### src/rtl/dpt_pkg.sv
/*
  Shared constants, frame layout and state list for the data-transfer sequencer.
  Assumes one 200 MHz clock, an APB master for software and a transport layer
  on the same clock.
*/
// Operation
// - PIO read: on command or more blocks, prepare block, then go to setup.
// - PIO read abort while preparing goes to the error-status state.
// - PIO read setup frame: initial busy 0, data-request 1, interrupt set.
// - PIO read setup end status: both clear on last block, else busy only.
// - After PIO read setup frame, send a data frame with the block.
// - After read data frame: idle when all moved, else prepare next block.
// - PIO write: on command or more blocks, prepare to accept, then setup.
// - PIO write: all received or abort goes to the send-status state.
// - PIO write setup: busy 0, data-request 1, interrupt clear only first block.
// - PIO write setup end status busy set, data-request clear, block byte count.
// - Host sends data frame after write setup; receipt returns to preparation.
// - Status states send register frame with interrupt set, idle when sent.
// - DMA read: on command or more frames, prepare data, then send state.
// - DMA read send: data frame of at most 8KB, then back to preparation.
// - DMA read: all moved or abort goes from preparation to send-status.
package dpt_pkg;
  localparam int FIS_MAX_BYTES = 8192;
  localparam int LEN_W = 14;
  // register byte addresses
  localparam logic [7:0] ADDR_CMD = 8'h00;
  localparam logic [7:0] ADDR_LENGTH = 8'h04;
  localparam logic [7:0] ADDR_STATE = 8'h08;
  localparam logic [7:0] ADDR_REMAIN = 8'h0C;
  localparam logic [7:0] ADDR_INT_STAT = 8'h10;
  localparam logic [7:0] ADDR_INT_MASK = 8'h14;
  // interrupt status bits
  localparam int INT_DONE_BIT = 0;
  localparam int INT_ABORT_BIT = 1;
  localparam int INT_W = 2;
  localparam logic [INT_W-1:0] INT_MASK_RESET = 2'h0;
  localparam logic [31:0] LENGTH_RESET = 32'h0;

  typedef enum logic [1:0] {
    CMD_NONE, CMD_PIO_READ, CMD_PIO_WRITE, CMD_DMA_READ
  } dpt_cmd_t;

  typedef enum logic [1:0] {
    FIS_NONE, FIS_PIO_SETUP, FIS_DATA, FIS_REGISTER
  } dpt_fis_t;

  typedef enum {
    device_idle_state,
    pio_read_prepare_state, pio_read_setup_state, pio_read_transmit_state,
    pio_read_error_state,
    pio_write_prepare_state, pio_write_setup_state, pio_write_receive_state,
    pio_write_status_state,
    dma_read_prepare_state, dma_read_send_state, dma_read_status_state
  } dpt_state_t;

  // one frame request toward the transport layer
  typedef struct packed {
    logic valid;
    dpt_fis_t kind;
    logic initBusy;
    logic initDataReq;
    logic endBusy;
    logic endDataReq;
    logic interruptFlag;
    logic aborted;
    logic [LEN_W-1:0] byteCount;
  } dpt_frame_t;
endpackage

### src/rtl/dpt_transfer_fsm.sv
/*
  Device-side sequencer for PIO read, PIO write and DMA read commands.
  Assumes: APB master on mclk; transport layer on mclk that pulses frameSent
  for a frame while txFrame.valid is high, and pulses dataReceived for an
  incoming data frame while rxExpect is high; blockReady and abortReq come
  from the device's own data path on mclk.
*/
// Chosen here: the APB interface to the registers and the placing of the registers.
module dpt_transfer_fsm
  import dpt_pkg::*;
#(
  parameter int MAX_BLOCK = FIS_MAX_BYTES
) (
  input wire logic mclk,
  input wire logic resetn,
  input wire logic psel,
  input wire logic penable,
  input wire logic pwrite,
  input wire logic [7:0] paddr,
  input wire logic [31:0] pwdata,
  output logic [31:0] prdata,
  output logic pready,
  output logic pslverr,
  input wire logic blockReady,
  input wire logic abortReq,
  input wire logic frameSent,
  input wire logic dataReceived,
  output dpt_frame_t txFrame,
  output logic rxExpect,
  output logic irq
);
  localparam logic [LEN_W-1:0] MAX_LEN = LEN_W'(MAX_BLOCK);

  // refuse block limits that the length field or frame cap cannot serve
  if (MAX_BLOCK < 1 || MAX_BLOCK > FIS_MAX_BYTES) begin : gBadBlock
    $error("MAX_BLOCK must lie between 1 and 8192");
  end

  dpt_state_t state_q, state_d;
  logic [31:0] remain_q, remain_d;
  logic [LEN_W-1:0] blkLen_q, blkLen_d;
  logic first_q, first_d;
  logic abort_q, abort_d;
  logic [31:0] length_q;
  logic [INT_W-1:0] intStat_q, intMask_q, intEvent;
  logic [31:0] prdata_q;
  logic pready_q, pslverr_q, irq_q, rxExpect_q;
  dpt_frame_t txFrame_q;
  logic apbAccess, apbWrite, startCmd, mapped;
  dpt_cmd_t cmdReq;

  // size of the next block: remaining bytes capped at the MAX_BLOCK block limit
  function automatic logic [LEN_W-1:0] blockOf(input logic [31:0] rem);
    blockOf = (rem > 32'(MAX_BLOCK)) ? MAX_LEN : rem[LEN_W-1:0];
  endfunction

  function automatic logic [31:0] lessBlock(input logic [31:0] rem,
                                            input logic [LEN_W-1:0] len);
    lessBlock = rem - 32'(len);
  endfunction

  assign apbAccess = psel & penable & pready_q;
  assign apbWrite = apbAccess & pwrite;
  assign cmdReq = dpt_cmd_t'(pwdata[1:0]);
  assign startCmd = apbWrite && paddr == ADDR_CMD && cmdReq != CMD_NONE
                    && length_q != 32'h0;
  assign mapped = paddr == ADDR_CMD || paddr == ADDR_LENGTH || paddr == ADDR_STATE
                  || paddr == ADDR_REMAIN || paddr == ADDR_INT_STAT
                  || paddr == ADDR_INT_MASK;

  // sequencer next state
  always_comb begin
    state_d = state_q;
    remain_d = remain_q;
    blkLen_d = blkLen_q;
    first_d = first_q;
    abort_d = abort_q;
    intEvent = '0;
    case (state_q)
      device_idle_state: begin
        if (startCmd) begin
          remain_d = length_q;
          first_d = 1'b1;
          abort_d = 1'b0;
          case (cmdReq)
            CMD_PIO_READ: state_d = pio_read_prepare_state;
            CMD_PIO_WRITE: state_d = pio_write_prepare_state;
            default: state_d = dma_read_prepare_state;
          endcase
        end
      end
      pio_read_prepare_state: begin
        if (abortReq) begin
          abort_d = 1'b1;
          state_d = pio_read_error_state;
        end else if (blockReady) begin
          blkLen_d = blockOf(remain_q);
          state_d = pio_read_setup_state;
        end
      end
      pio_read_setup_state: begin
        if (frameSent) begin
          state_d = pio_read_transmit_state;
        end
      end
      pio_read_transmit_state: begin
        if (frameSent) begin
          remain_d = lessBlock(remain_q, blkLen_q);
          first_d = 1'b0;
          if (remain_q == 32'(blkLen_q)) begin
            intEvent[INT_DONE_BIT] = 1'b1;
            state_d = device_idle_state;
          end else begin
            state_d = pio_read_prepare_state;
          end
        end
      end
      pio_write_prepare_state: begin
        if (abortReq || remain_q == 32'h0) begin
          abort_d = abortReq;
          state_d = pio_write_status_state;
        end else if (blockReady) begin
          blkLen_d = blockOf(remain_q);
          state_d = pio_write_setup_state;
        end
      end
      pio_write_setup_state: begin
        if (frameSent) begin
          state_d = pio_write_receive_state;
        end
      end
      pio_write_receive_state: begin
        if (dataReceived) begin
          remain_d = lessBlock(remain_q, blkLen_q);
          first_d = 1'b0;
          state_d = pio_write_prepare_state;
        end
      end
      dma_read_prepare_state: begin
        if (abortReq || remain_q == 32'h0) begin
          abort_d = abortReq;
          state_d = dma_read_status_state;
        end else if (blockReady) begin
          blkLen_d = blockOf(remain_q);
          state_d = dma_read_send_state;
        end
      end
      dma_read_send_state: begin
        if (frameSent) begin
          remain_d = lessBlock(remain_q, blkLen_q);
          first_d = 1'b0;
          state_d = dma_read_prepare_state;
        end
      end
      pio_read_error_state, pio_write_status_state, dma_read_status_state: begin
        if (frameSent) begin
          intEvent[INT_DONE_BIT] = ~abort_q;
          intEvent[INT_ABORT_BIT] = abort_q;
          state_d = device_idle_state;
        end
      end
      default: state_d = device_idle_state;
    endcase
  end

  always_ff @(posedge mclk or negedge resetn) begin
    if (!resetn) begin
      state_q <= device_idle_state;
      remain_q <= 32'h0;
      blkLen_q <= '0;
      first_q <= 1'b0;
      abort_q <= 1'b0;
    end else begin
      state_q <= state_d;
      remain_q <= remain_d;
      blkLen_q <= blkLen_d;
      first_q <= first_d;
      abort_q <= abort_d;
    end
  end

  // frame request built from the coming state so it drops with frameSent
  always_ff @(posedge mclk or negedge resetn) begin
    if (!resetn) begin
      txFrame_q <= '0;
      rxExpect_q <= 1'b0;
    end else begin
      txFrame_q <= '0;
      rxExpect_q <= state_d == pio_write_receive_state;
      case (state_d)
        pio_read_setup_state: begin
          txFrame_q.valid <= 1'b1;
          txFrame_q.kind <= FIS_PIO_SETUP;
          txFrame_q.initDataReq <= 1'b1;
          txFrame_q.interruptFlag <= 1'b1;
          txFrame_q.endBusy <= remain_d != 32'(blkLen_d);
          txFrame_q.byteCount <= blkLen_d;
        end
        pio_write_setup_state: begin
          txFrame_q.valid <= 1'b1;
          txFrame_q.kind <= FIS_PIO_SETUP;
          txFrame_q.initDataReq <= 1'b1;
          txFrame_q.interruptFlag <= ~first_d;
          txFrame_q.endBusy <= 1'b1;
          txFrame_q.byteCount <= blkLen_d;
        end
        pio_read_transmit_state, dma_read_send_state: begin
          txFrame_q.valid <= 1'b1;
          txFrame_q.kind <= FIS_DATA;
          txFrame_q.byteCount <= blkLen_d;
        end
        pio_read_error_state, pio_write_status_state, dma_read_status_state: begin
          txFrame_q.valid <= 1'b1;
          txFrame_q.kind <= FIS_REGISTER;
          txFrame_q.interruptFlag <= 1'b1;
          txFrame_q.aborted <= abort_d;
        end
        default: txFrame_q <= '0;
      endcase
    end
  end

  // APB slave: one wait cycle, then data and pready together
  always_ff @(posedge mclk or negedge resetn) begin
    if (!resetn) begin
      pready_q <= 1'b0;
      pslverr_q <= 1'b0;
      prdata_q <= 32'h0;
    end else begin
      pready_q <= psel & penable & ~pready_q;
      pslverr_q <= psel & penable & ~pready_q & ~mapped;
      prdata_q <= 32'h0;
      if (psel && penable && !pready_q && !pwrite) begin
        case (paddr)
          ADDR_LENGTH: prdata_q <= length_q;
          ADDR_STATE: prdata_q <= 32'(state_q);
          ADDR_REMAIN: prdata_q <= remain_q;
          ADDR_INT_STAT: prdata_q <= 32'(intStat_q);
          ADDR_INT_MASK: prdata_q <= 32'(intMask_q);
          default: prdata_q <= 32'h0;
        endcase
      end
    end
  end

  always_ff @(posedge mclk or negedge resetn) begin
    if (!resetn) begin
      length_q <= LENGTH_RESET;
      intMask_q <= INT_MASK_RESET;
    end else begin
      if (apbWrite && paddr == ADDR_LENGTH && state_q == device_idle_state) begin
        length_q <= pwdata;
      end
      if (apbWrite && paddr == ADDR_INT_MASK) begin
        intMask_q <= pwdata[INT_W-1:0];
      end
    end
  end

  // sticky status, a new event wins over a same-cycle clear
  always_ff @(posedge mclk or negedge resetn) begin
    if (!resetn) begin
      intStat_q <= '0;
      irq_q <= 1'b0;
    end else begin
      if (apbWrite && paddr == ADDR_INT_STAT) begin
        intStat_q <= (intStat_q & ~pwdata[INT_W-1:0]) | intEvent;
      end else begin
        intStat_q <= intStat_q | intEvent;
      end
      irq_q <= |(intStat_q & intMask_q);
    end
  end

  assign prdata = prdata_q;
  assign pready = pready_q;
  assign pslverr = pslverr_q;
  assign txFrame = txFrame_q;
  assign rxExpect = rxExpect_q;
  assign irq = irq_q;

  chk_read_abort_path: assert property (@(posedge mclk) disable iff (!resetn)
    state_q == pio_read_prepare_state && abortReq |=> state_q == pio_read_error_state
    ##1 txFrame.kind == FIS_REGISTER) else $error("read abort not reported");
  chk_read_setup_bits: assert property (@(posedge mclk) disable iff (!resetn)
    state_q == pio_read_setup_state |-> txFrame.valid && !txFrame.initBusy
    && txFrame.initDataReq && txFrame.interruptFlag) else $error("read setup bits wrong");
  chk_read_end_status: assert property (@(posedge mclk) disable iff (!resetn)
    state_q == pio_read_setup_state |-> txFrame.endBusy == (remain_q != 32'(blkLen_q))
    && !txFrame.endDataReq) else $error("read end status wrong");
  chk_read_then_data: assert property (@(posedge mclk) disable iff (!resetn)
    state_q == pio_read_setup_state && frameSent |=> txFrame.kind == FIS_DATA
    && txFrame.byteCount == $past(blkLen_q)) else $error("data frame missing");
  chk_read_completion: assert property (@(posedge mclk) disable iff (!resetn)
    state_q == pio_read_transmit_state && frameSent && remain_q == 32'(blkLen_q)
    |=> state_q == device_idle_state ##1 !txFrame.valid) else $error("no idle");
  chk_write_first_int: assert property (@(posedge mclk) disable iff (!resetn)
    state_q == pio_write_setup_state |-> txFrame.interruptFlag == !first_q
    && txFrame.endBusy && txFrame.byteCount == blkLen_q) else $error("write setup");
  chk_write_receive: assert property (@(posedge mclk) disable iff (!resetn)
    state_q == pio_write_receive_state && dataReceived |=> state_q == pio_write_prepare_state
    && remain_q == $past(remain_q) - 32'($past(blkLen_q))) else $error("write recv");
  chk_write_finish: assert property (@(posedge mclk) disable iff (!resetn)
    state_q == pio_write_prepare_state && remain_q == 32'h0
    |=> state_q == pio_write_status_state) else $error("write not finished");
  chk_status_to_idle: assert property (@(posedge mclk) disable iff (!resetn)
    txFrame.kind == FIS_REGISTER && frameSent |=> state_q == device_idle_state
    && !txFrame.valid) else $error("status frame not closing");
  chk_dma_size_cap: assert property (@(posedge mclk) disable iff (!resetn)
    state_q == dma_read_send_state |-> txFrame.kind == FIS_DATA
    && txFrame.byteCount <= MAX_LEN && txFrame.byteCount != '0) else $error("dma size");
  chk_dma_finish: assert property (@(posedge mclk) disable iff (!resetn)
    state_q == dma_read_prepare_state && (abortReq || remain_q == 32'h0)
    |=> state_q == dma_read_status_state) else $error("dma not finished");
  chk_read_prepare_go: assert property (@(posedge mclk) disable iff (!resetn)
    state_q == pio_read_prepare_state && !abortReq && blockReady
    |=> state_q == pio_read_setup_state) else $error("read block not started");
  chk_read_block_fit: assert property (@(posedge mclk) disable iff (!resetn)
    state_q == pio_read_setup_state |-> txFrame.byteCount != '0
    && txFrame.byteCount <= MAX_LEN && 32'(txFrame.byteCount) <= remain_q)
    else $error("read block size wrong");
  chk_read_more_blocks: assert property (@(posedge mclk) disable iff (!resetn)
    state_q == pio_read_transmit_state && frameSent && remain_q != 32'(blkLen_q)
    |=> state_q == pio_read_prepare_state
    && remain_q == $past(remain_q) - 32'($past(blkLen_q))) else $error("read not resumed");
  chk_write_prepare_go: assert property (@(posedge mclk) disable iff (!resetn)
    state_q == pio_write_prepare_state && !abortReq && remain_q != 32'h0 && blockReady
    |=> state_q == pio_write_setup_state) else $error("write block not started");
  chk_write_init_bits: assert property (@(posedge mclk) disable iff (!resetn)
    state_q == pio_write_setup_state |-> txFrame.valid && txFrame.kind == FIS_PIO_SETUP
    && !txFrame.initBusy && txFrame.initDataReq) else $error("write init bits wrong");
  chk_write_end_status: assert property (@(posedge mclk) disable iff (!resetn)
    state_q == pio_write_setup_state |-> !txFrame.endDataReq && txFrame.byteCount != '0
    && 32'(txFrame.byteCount) <= remain_q) else $error("write end status wrong");
  chk_rx_window: assert property (@(posedge mclk) disable iff (!resetn)
    rxExpect == (state_q == pio_write_receive_state)) else $error("receive window wrong");
  chk_status_frame: assert property (@(posedge mclk) disable iff (!resetn)
    (state_q == pio_read_error_state || state_q == pio_write_status_state
    || state_q == dma_read_status_state) |-> txFrame.valid && txFrame.kind == FIS_REGISTER
    && txFrame.interruptFlag && txFrame.aborted == abort_q) else $error("status frame wrong");
  chk_dma_prepare_go: assert property (@(posedge mclk) disable iff (!resetn)
    state_q == dma_read_prepare_state && !abortReq && remain_q != 32'h0 && blockReady
    |=> state_q == dma_read_send_state) else $error("dma frame not started");
  chk_dma_back: assert property (@(posedge mclk) disable iff (!resetn)
    state_q == dma_read_send_state && frameSent |=> state_q == dma_read_prepare_state)
    else $error("dma not back to prepare");
  chk_cmd_load: assert property (@(posedge mclk) disable iff (!resetn)
    state_q == device_idle_state && startCmd |=> state_q != device_idle_state
    && remain_q == $past(length_q)) else $error("command not loaded");
endmodule

### config.mk
export PLATFORM = sky130hd
export DESIGN_NAME = dpt_transfer_fsm
export DESIGN_NICKNAME = d
export VERILOG_FILES = /design/src/rtl/dpt_pkg.sv /design/src/rtl/dpt_transfer_fsm.sv
export SDC_FILE = /design/constraint.sdc
export NUM_CORES = 1
export LEC_CHECK = 0
export ABC_AREA = 1
export BUFFER_PORTS_ARGS = -buffer_cell sky130_fd_sc_hd__buf_4
export CORE_MARGIN = 3
export CORE_UTILIZATION = 31
export DETAILED_ROUTE_END_ITERATION = 10
export GPL_ROUTABILITY_DRIVEN = 0
export GPL_TIMING_DRIVEN = 1
export HOLD_SLACK_MARGIN = 0.03
export PLACE_DENSITY = 0.51
export SETUP_SLACK_MARGIN = 0.2
export SKIP_LAST_GASP = 1
export SYNTH_ARGS = -nofsm -noshare
export SYNTH_HDL_FRONTEND = slang
export SYNTH_SLANG_ARGS = --single-unit
### constraint.sdc
create_clock -name mclk -period 3.7 [get_ports mclk]
set_clock_uncertainty 0.1 [all_clocks]
set_input_delay 0.185 -clock mclk [delete_from_list [all_inputs] [get_ports mclk]]
set_output_delay 0.185 -clock mclk [all_outputs]
set_load 0.01 [all_outputs]
# Word level (Yosys, flattened, before mapping)
# Cells that the tools add are included.
# Widths: inputs -> output; s select.
[word_totals] ff_bits=173 output_inout_bits=59 elab_cells=143
[classes] mux=46 bitwise_logic=14 n_eq_ne=28 add_sub_neg=1 magnitude_cmp=1 n_reduce_logical=33
[ops] operator="$mux 32" count=17
[ops] operator="$pmux 32 s10" count=1
[ops] operator="$eq 32x4->1 const B" count=8
[ops] operator="$eq 32x3->1 const B" count=6
[ops] operator="$pmux 32 s5" count=1
[ops] operator="$eq 32x2->1 const B" count=4
[ops] operator="$logic_not 32->1" count=3
[ops] operator="$pmux 32 s3" count=1
[ops] operator="$mux 14" count=5
[ops] operator="$eq 32x1->1 const B" count=1
[ops] operator="$eq 32x14->1" count=1
[ops] operator="$gt 32x14->1 const B" count=1
[ops] operator="$ne 32x14->1" count=1
[ops] operator="$reduce_bool 32->1" count=1
[ops] operator="$sub 32x14->32" count=1
[ops] operator="$pmux 14 s2" count=1
[ops] operator="$eq 8x4->1 const B" count=2
[ops] operator="$eq 8x5->1 const B" count=2
[ops] operator="$mux 1" count=11
[ops] operator="$logic_and 1x1->1" count=10
[ops] operator="$reduce_or 2->1" count=5
[ops] operator="$pmux 3 s3" count=1
[ops] operator="$eq 8x3->1 const B" count=1
[ops] operator="$logic_not 8->1" count=1
[ops] operator="other kinds (17)" count=37

# Depth between registers and ports, before layout
[logic_depth] ltp_word=11 depth_mapped=24 ltp_nobuf=23

# Worst setup path after synthesis
# OpenSTA, ideal clock, no wires.
[synth_timing] kind="register to register" startpoint="reg remain_q[0]" endpoint="reg txFrame_q, in the netlist txFrame[17]" arrival_ps=2477 period_less_slack_ps=2693 path_slack_ps=1007 required_time_ps=3483 path_stages_with_launch=25 path_cell_list="dfrtp_1 clkbuf_1 inv_1 ha_1 fa_1 inv_1 nand2_1 nand2_1 nand2_1 nand2_1 nand2_1 nand2_1 nand2_1 nand2_1 nor2_1 nor2_1 nand3_1 nand2_1 nand2_1 nand2_1 nand3_1 nor2_1 nand2_1 nor2_1 nor2_1"
[synth_via] elab_chain_len=7 word_cells_on_any_way=23
[synth_lines] element="from (decl)" line="dpt_transfer_fsm.sv:40" text="logic [31:0] remain_q, remain_d;"
[synth_lines] element="from (signal assigned)" line="dpt_transfer_fsm.sv:175" text="remain_q <= remain_d;"
[synth_lines] element="$gt 32x14->1" line="dpt_transfer_fsm.sv:54" text="blockOf = (rem > 32'(MAX_BLOCK)) ? MAX_LEN : rem[LEN_W-1:0];"
[synth_lines] element="$mux 14" line="dpt_transfer_fsm.sv:54"
[synth_lines] element="$mux 14" line="dpt_transfer_fsm.sv:96, dpt_transfer_fsm.sv:122, dpt_transfer_fsm.sv:143"
[synth_lines] element="$mux 14 (on tied branches)" line="dpt_transfer_fsm.sv:119, dpt_transfer_fsm.sv:93"
[synth_lines] element="$pmux 14 s2" line="dpt_transfer_fsm.sv:79" text="case (state_q)"
[synth_lines] element="$ne 32x14->1" line="dpt_transfer_fsm.sv:196" text="txFrame_q.endBusy <= remain_d != 32'(blkLen_d);"
[synth_lines] element="$pmux 2 s2 *" line="dpt_transfer_fsm.sv:190" text="case (state_d)"
[synth_lines] element="to (decl)" line="dpt_transfer_fsm.sv:48" text="dpt_frame_t txFrame_q;"
# Mark *: on every way between the ends. The rest lies on a longest branch, timed or not.
# A chain may end at the register's enable or synchronous reset.

# Final worst setup path
[layout_timing] startpoint="reg length_q[1]" endpoint="reg txFrame_q, in the netlist txFrame[17]"
[layout_via] elab_chain_len=6 word_cells_on_any_way=10
[layout_lines] element="from (decl)" line="dpt_transfer_fsm.sv:44" text="logic [31:0] length_q;"
[layout_lines] element="from (signal assigned)" line="dpt_transfer_fsm.sv:252" text="length_q <= pwdata;"
[layout_lines] element="$reduce_bool 32->1" line="dpt_transfer_fsm.sv:66" text="&& length_q != 32'h0;"
[layout_lines] element="$logic_and 1x1->1" line="dpt_transfer_fsm.sv:66"
[layout_lines] element="$mux 32" line="dpt_transfer_fsm.sv:81" text="if (startCmd) begin"
[layout_lines] element="$pmux 32 s10 / $pmux 32 s3 (equally long branches)" line="dpt_transfer_fsm.sv:79"
[layout_lines] element="$eq 32x3->1, or another cell as far along" line="dpt_transfer_fsm.sv:190"
[layout_lines] element="$pmux 2 s2 *" line="dpt_transfer_fsm.sv:190"
# Marked as above.

==> key figures <==
Timing
  • Tmin final: around 3.3 ns
  • Setup slack after layout: about 0.36 ns
  • Worst-margin pin slew: approximately 0.80 ns
  • Relative slew slack: a little under half
  • Count of pins over their slew limit: 0
  • Min Hold Slack: between 0.06 and 0.07 ns
  • Fmax: 299 MHz
  • Endpoints failing setup: 0
  • Fin crit share: between 90% and 100%
  • Setup TNS: 0 ns
  • RSZ-0062 raised after global routing: false
  • Final hold viol count: 0

GRT
  • Initial antenna violation count: 0
  • GRT Util Overall: around 23%
  • First-pass GRT wire length: between 60 and 70 mm
  • Vias in the first global route: around 11000
  • Aggregate global routing overflow: 0
  • Pin count of the biggest net entering global routing: 90

Setup path
  • Worst Path Required: approximately 4.0 ns
  • Critical Path Sink Type: flop
  • Critical path arrival: 3.59 ns
  • Crit Path Max Fanout: 9
  • Worst Path Class, Setup: reg2reg
  • CP startpoint kind: flop

Synth
  • Avg Inst Size Synth: ~6.8 µm²
  • Share of the synthesized area in the top cell type: between 30 and 40%
  • Cells after Synth: about 1700
  • Yosys top cell by area: dfrtp_1
  • YS warnings: 0
  • Ys async rst share: 100%
  • Sequential fraction of the synthesis area: a little under two fifths
  • Most instantiated cells after synthesis: nand2_1, nor2_1, inv_1
  • Synthesized flop and latch total: around 170
  • Top-count cell post-synth: nand2_1
  • Synth Flop Type: dfrtp_1
  • Post-synth EDFFs: 0
  • Cell Area, Synth: roughly 0.012 mm²
  • Netlist cell types: between 50 and 60
  • Synth top area cells: dfrtp_1, nand2_1, nand3_1

Clock tree
  • CTS root buffer: clkbuf_16
  • CTS Buf Count: 17
  • CTS tree: built
  • Clk buf depth: 2
  • Clock Pin Slew Worst Setup and Hold Paths: ~0.08 ns
  • Skew-Pair Late Insertion Delay: 0.47 ns
  • CTS Sinks: 173
  • CTS H-tree depth: 4

Power and ir drop
  • Static leakage: ~7.5 nW
  • Logic pwr share: under 10%
  • Worst vdd ir: approximately 340 µV
  • Clock network power share: 46.6%
  • P_int: between 2 and 3 mW
  • Cell Pwr Density: 283 mW/mm²
  • Seq pwr share: between 40 and 50%
  • P_sw: roughly 1.1 mW
  • Switching Share: between 20% and 30%

Finish
  • Share of cells above drive strength 1: 17.3%
  • Area grow syn2layout: 23.3%
  • Fin nets: 1974
  • ANT cells: 0
  • Finished Core Util: approximately 40%

Status
  • Outcome: finished, final reports clean

Die
  • Die height: approximately 200 µm
  • Initial Util: approximately a third
  • Core ar.: 0.0368 mm²
  • Die extent in x: 200 µm
  • Full die area: between 0.03 and 0.04 mm²
  • FP Rows: 70
  • Top Ports: 108

Place
  • Pre-CTS WS: approximately 0.25 ns
  • Placed wire-length estimate: 35.6 mm
  • Port bufs: about 110

Job
  • Max cap viols: 0

Min path
  • Hold WC Path Type: in2reg

Drt
  • Iter 0 DRT Violations: 1229
  • DRC: 0
  • Via count: roughly 12000
  • Routed Antenna Nets: 0
  • Vias per cell: 5.12
  • Drt pass-1 iters: 5
  • Routed len/inst: between 15 and 20 µm
  • Final wirelength: roughly 46 mm
## through the flow
stage	area, µm²	cells	power (mW)
after detailed placement	13300	2315	2.18
after floorplan	11800	1738	2.05
final	14400	2388	4.06
after global placement	13300	2315	2.17
after CTS	14300	2382	4.11
after global routing	14400	2388	4.21
## final timing paths
path,start,end,slack (ns),depth (start not counted)
setup / recovery,length_q[1],txFrame[17],0.36,21
hold / removal,frameSent,intStat_q[1],0.06,3
setup reg to reg,length_q[1],txFrame[17],0.36,21
hold reg to reg,pready,pready,0.41,1
max in group asynchronous,resetn,state_q[9],2.25,3
min in group asynchronous,resetn,txFrame[15],0.23,2
## cell usage in the layout, fill, tap and decap left out, types with 30 or more instances in the layout
cell / instances
nor2_1: 211
nand2_1: 557
dfrtp_1: 172
inv_1: 192
o21ai_0: 30
nor2_2: 33
conb_1: 30
nand4_1: 33
buf_4: 164
a21oi_1: 39
dlygate4sd3_1: 35
mux2_2: 30
nand3_1: 165
## cell families (layout without fill, tap and decap cells)
group,Yosys count,count (layout),share of synthesized area [%]
simple gates,1061,1061,40.1
flops,173,173,37.2
fa+ha+maj,18,18,2.00
other cells,1,30,0.0322
buf+inv,265,447,9.09
xor+xnor,6,6,0.451
compound gates,155,155,8.23
mux,30,30,2.90
## final cells by class
| type | count | area [µm²] |
|---|---|---|
| clock inverter | 14 | 165 |
| timing repair buffer | 201 | 1620 |
| clock buffer | 18 | 439 |
| fill | 3916 | 22400 |
| multi-input combinational | 1300 | 6430 |
| inverter | 214 | 803 |
| sequential | 173 | 4330 |
| tap | 468 | 586 |
## per-layer routing
| layer | routed length [µm] | part of all wire [%] | GRT usage (%) |
|---|---|---|---|
| met1 | 19600 | 43 | 30.6 |
| met2 | 21700 | 48 | 38.1 |
| met3 | 3180 | 7.0 | 3.99 |
| met4 | 1200 | 2.6 | 7.42 |
| met5 | 0 | 0 | 0 |
## sequential cells by signal (all words and copies together), names as in the netlist
name       count
abort_q        1
blkLen_q      14
first_q        1
intMask_q      2
intStat_q      2
irq            1
length_q      32
prdata        32
pready         1
pslverr        1
remain_q      32
rxExpect       1
state_q       32
txFrame       21
## what timing repair did
| action | CTS | global route |
|---|---|---|
| endpoints found under the hold margin | 123 | 0 |
| resized for setup | 0 | 14 |
| hold buffers | 35 | 0 |
| buffers inserted | 0 | 6 |
| endpoints found under the setup margin | 0 | 15 |
## critical path: stages, from the launching register on
cell	delay [ns]
dfrtp_1	0.41
inv_1	0.14
nand2_1	0.10
nor2_1	0.12
nand2_1	0.06
nor2_1	0.30
nand2_2	0.27
nand2_1	0.26
buf_4	0.22
nand2_1	0.06
nand2_1	0.12
nand2_1	0.09
nand2_1	0.07
nor2_1	0.04
nand2_1	0.04
nand2_1	0.07
nor2_1	0.23
nand3_1	0.11
nor2_1	0.10
nand3_1	0.13
nor2_1	0.13
nor2_1	0.05
## power groups by stage
stage	sequential [mW]	combinational [mW]	clock, mW
after CTS	1.92	0.246	1.94
final	1.92	0.245	1.89
after floorplan	1.96	0.0905	0
after detailed placement	1.96	0.216	0
after global routing	1.93	0.272	2.01
after global placement	1.96	0.214	0
No activity file was read; power rests on OpenSTA's default activity.
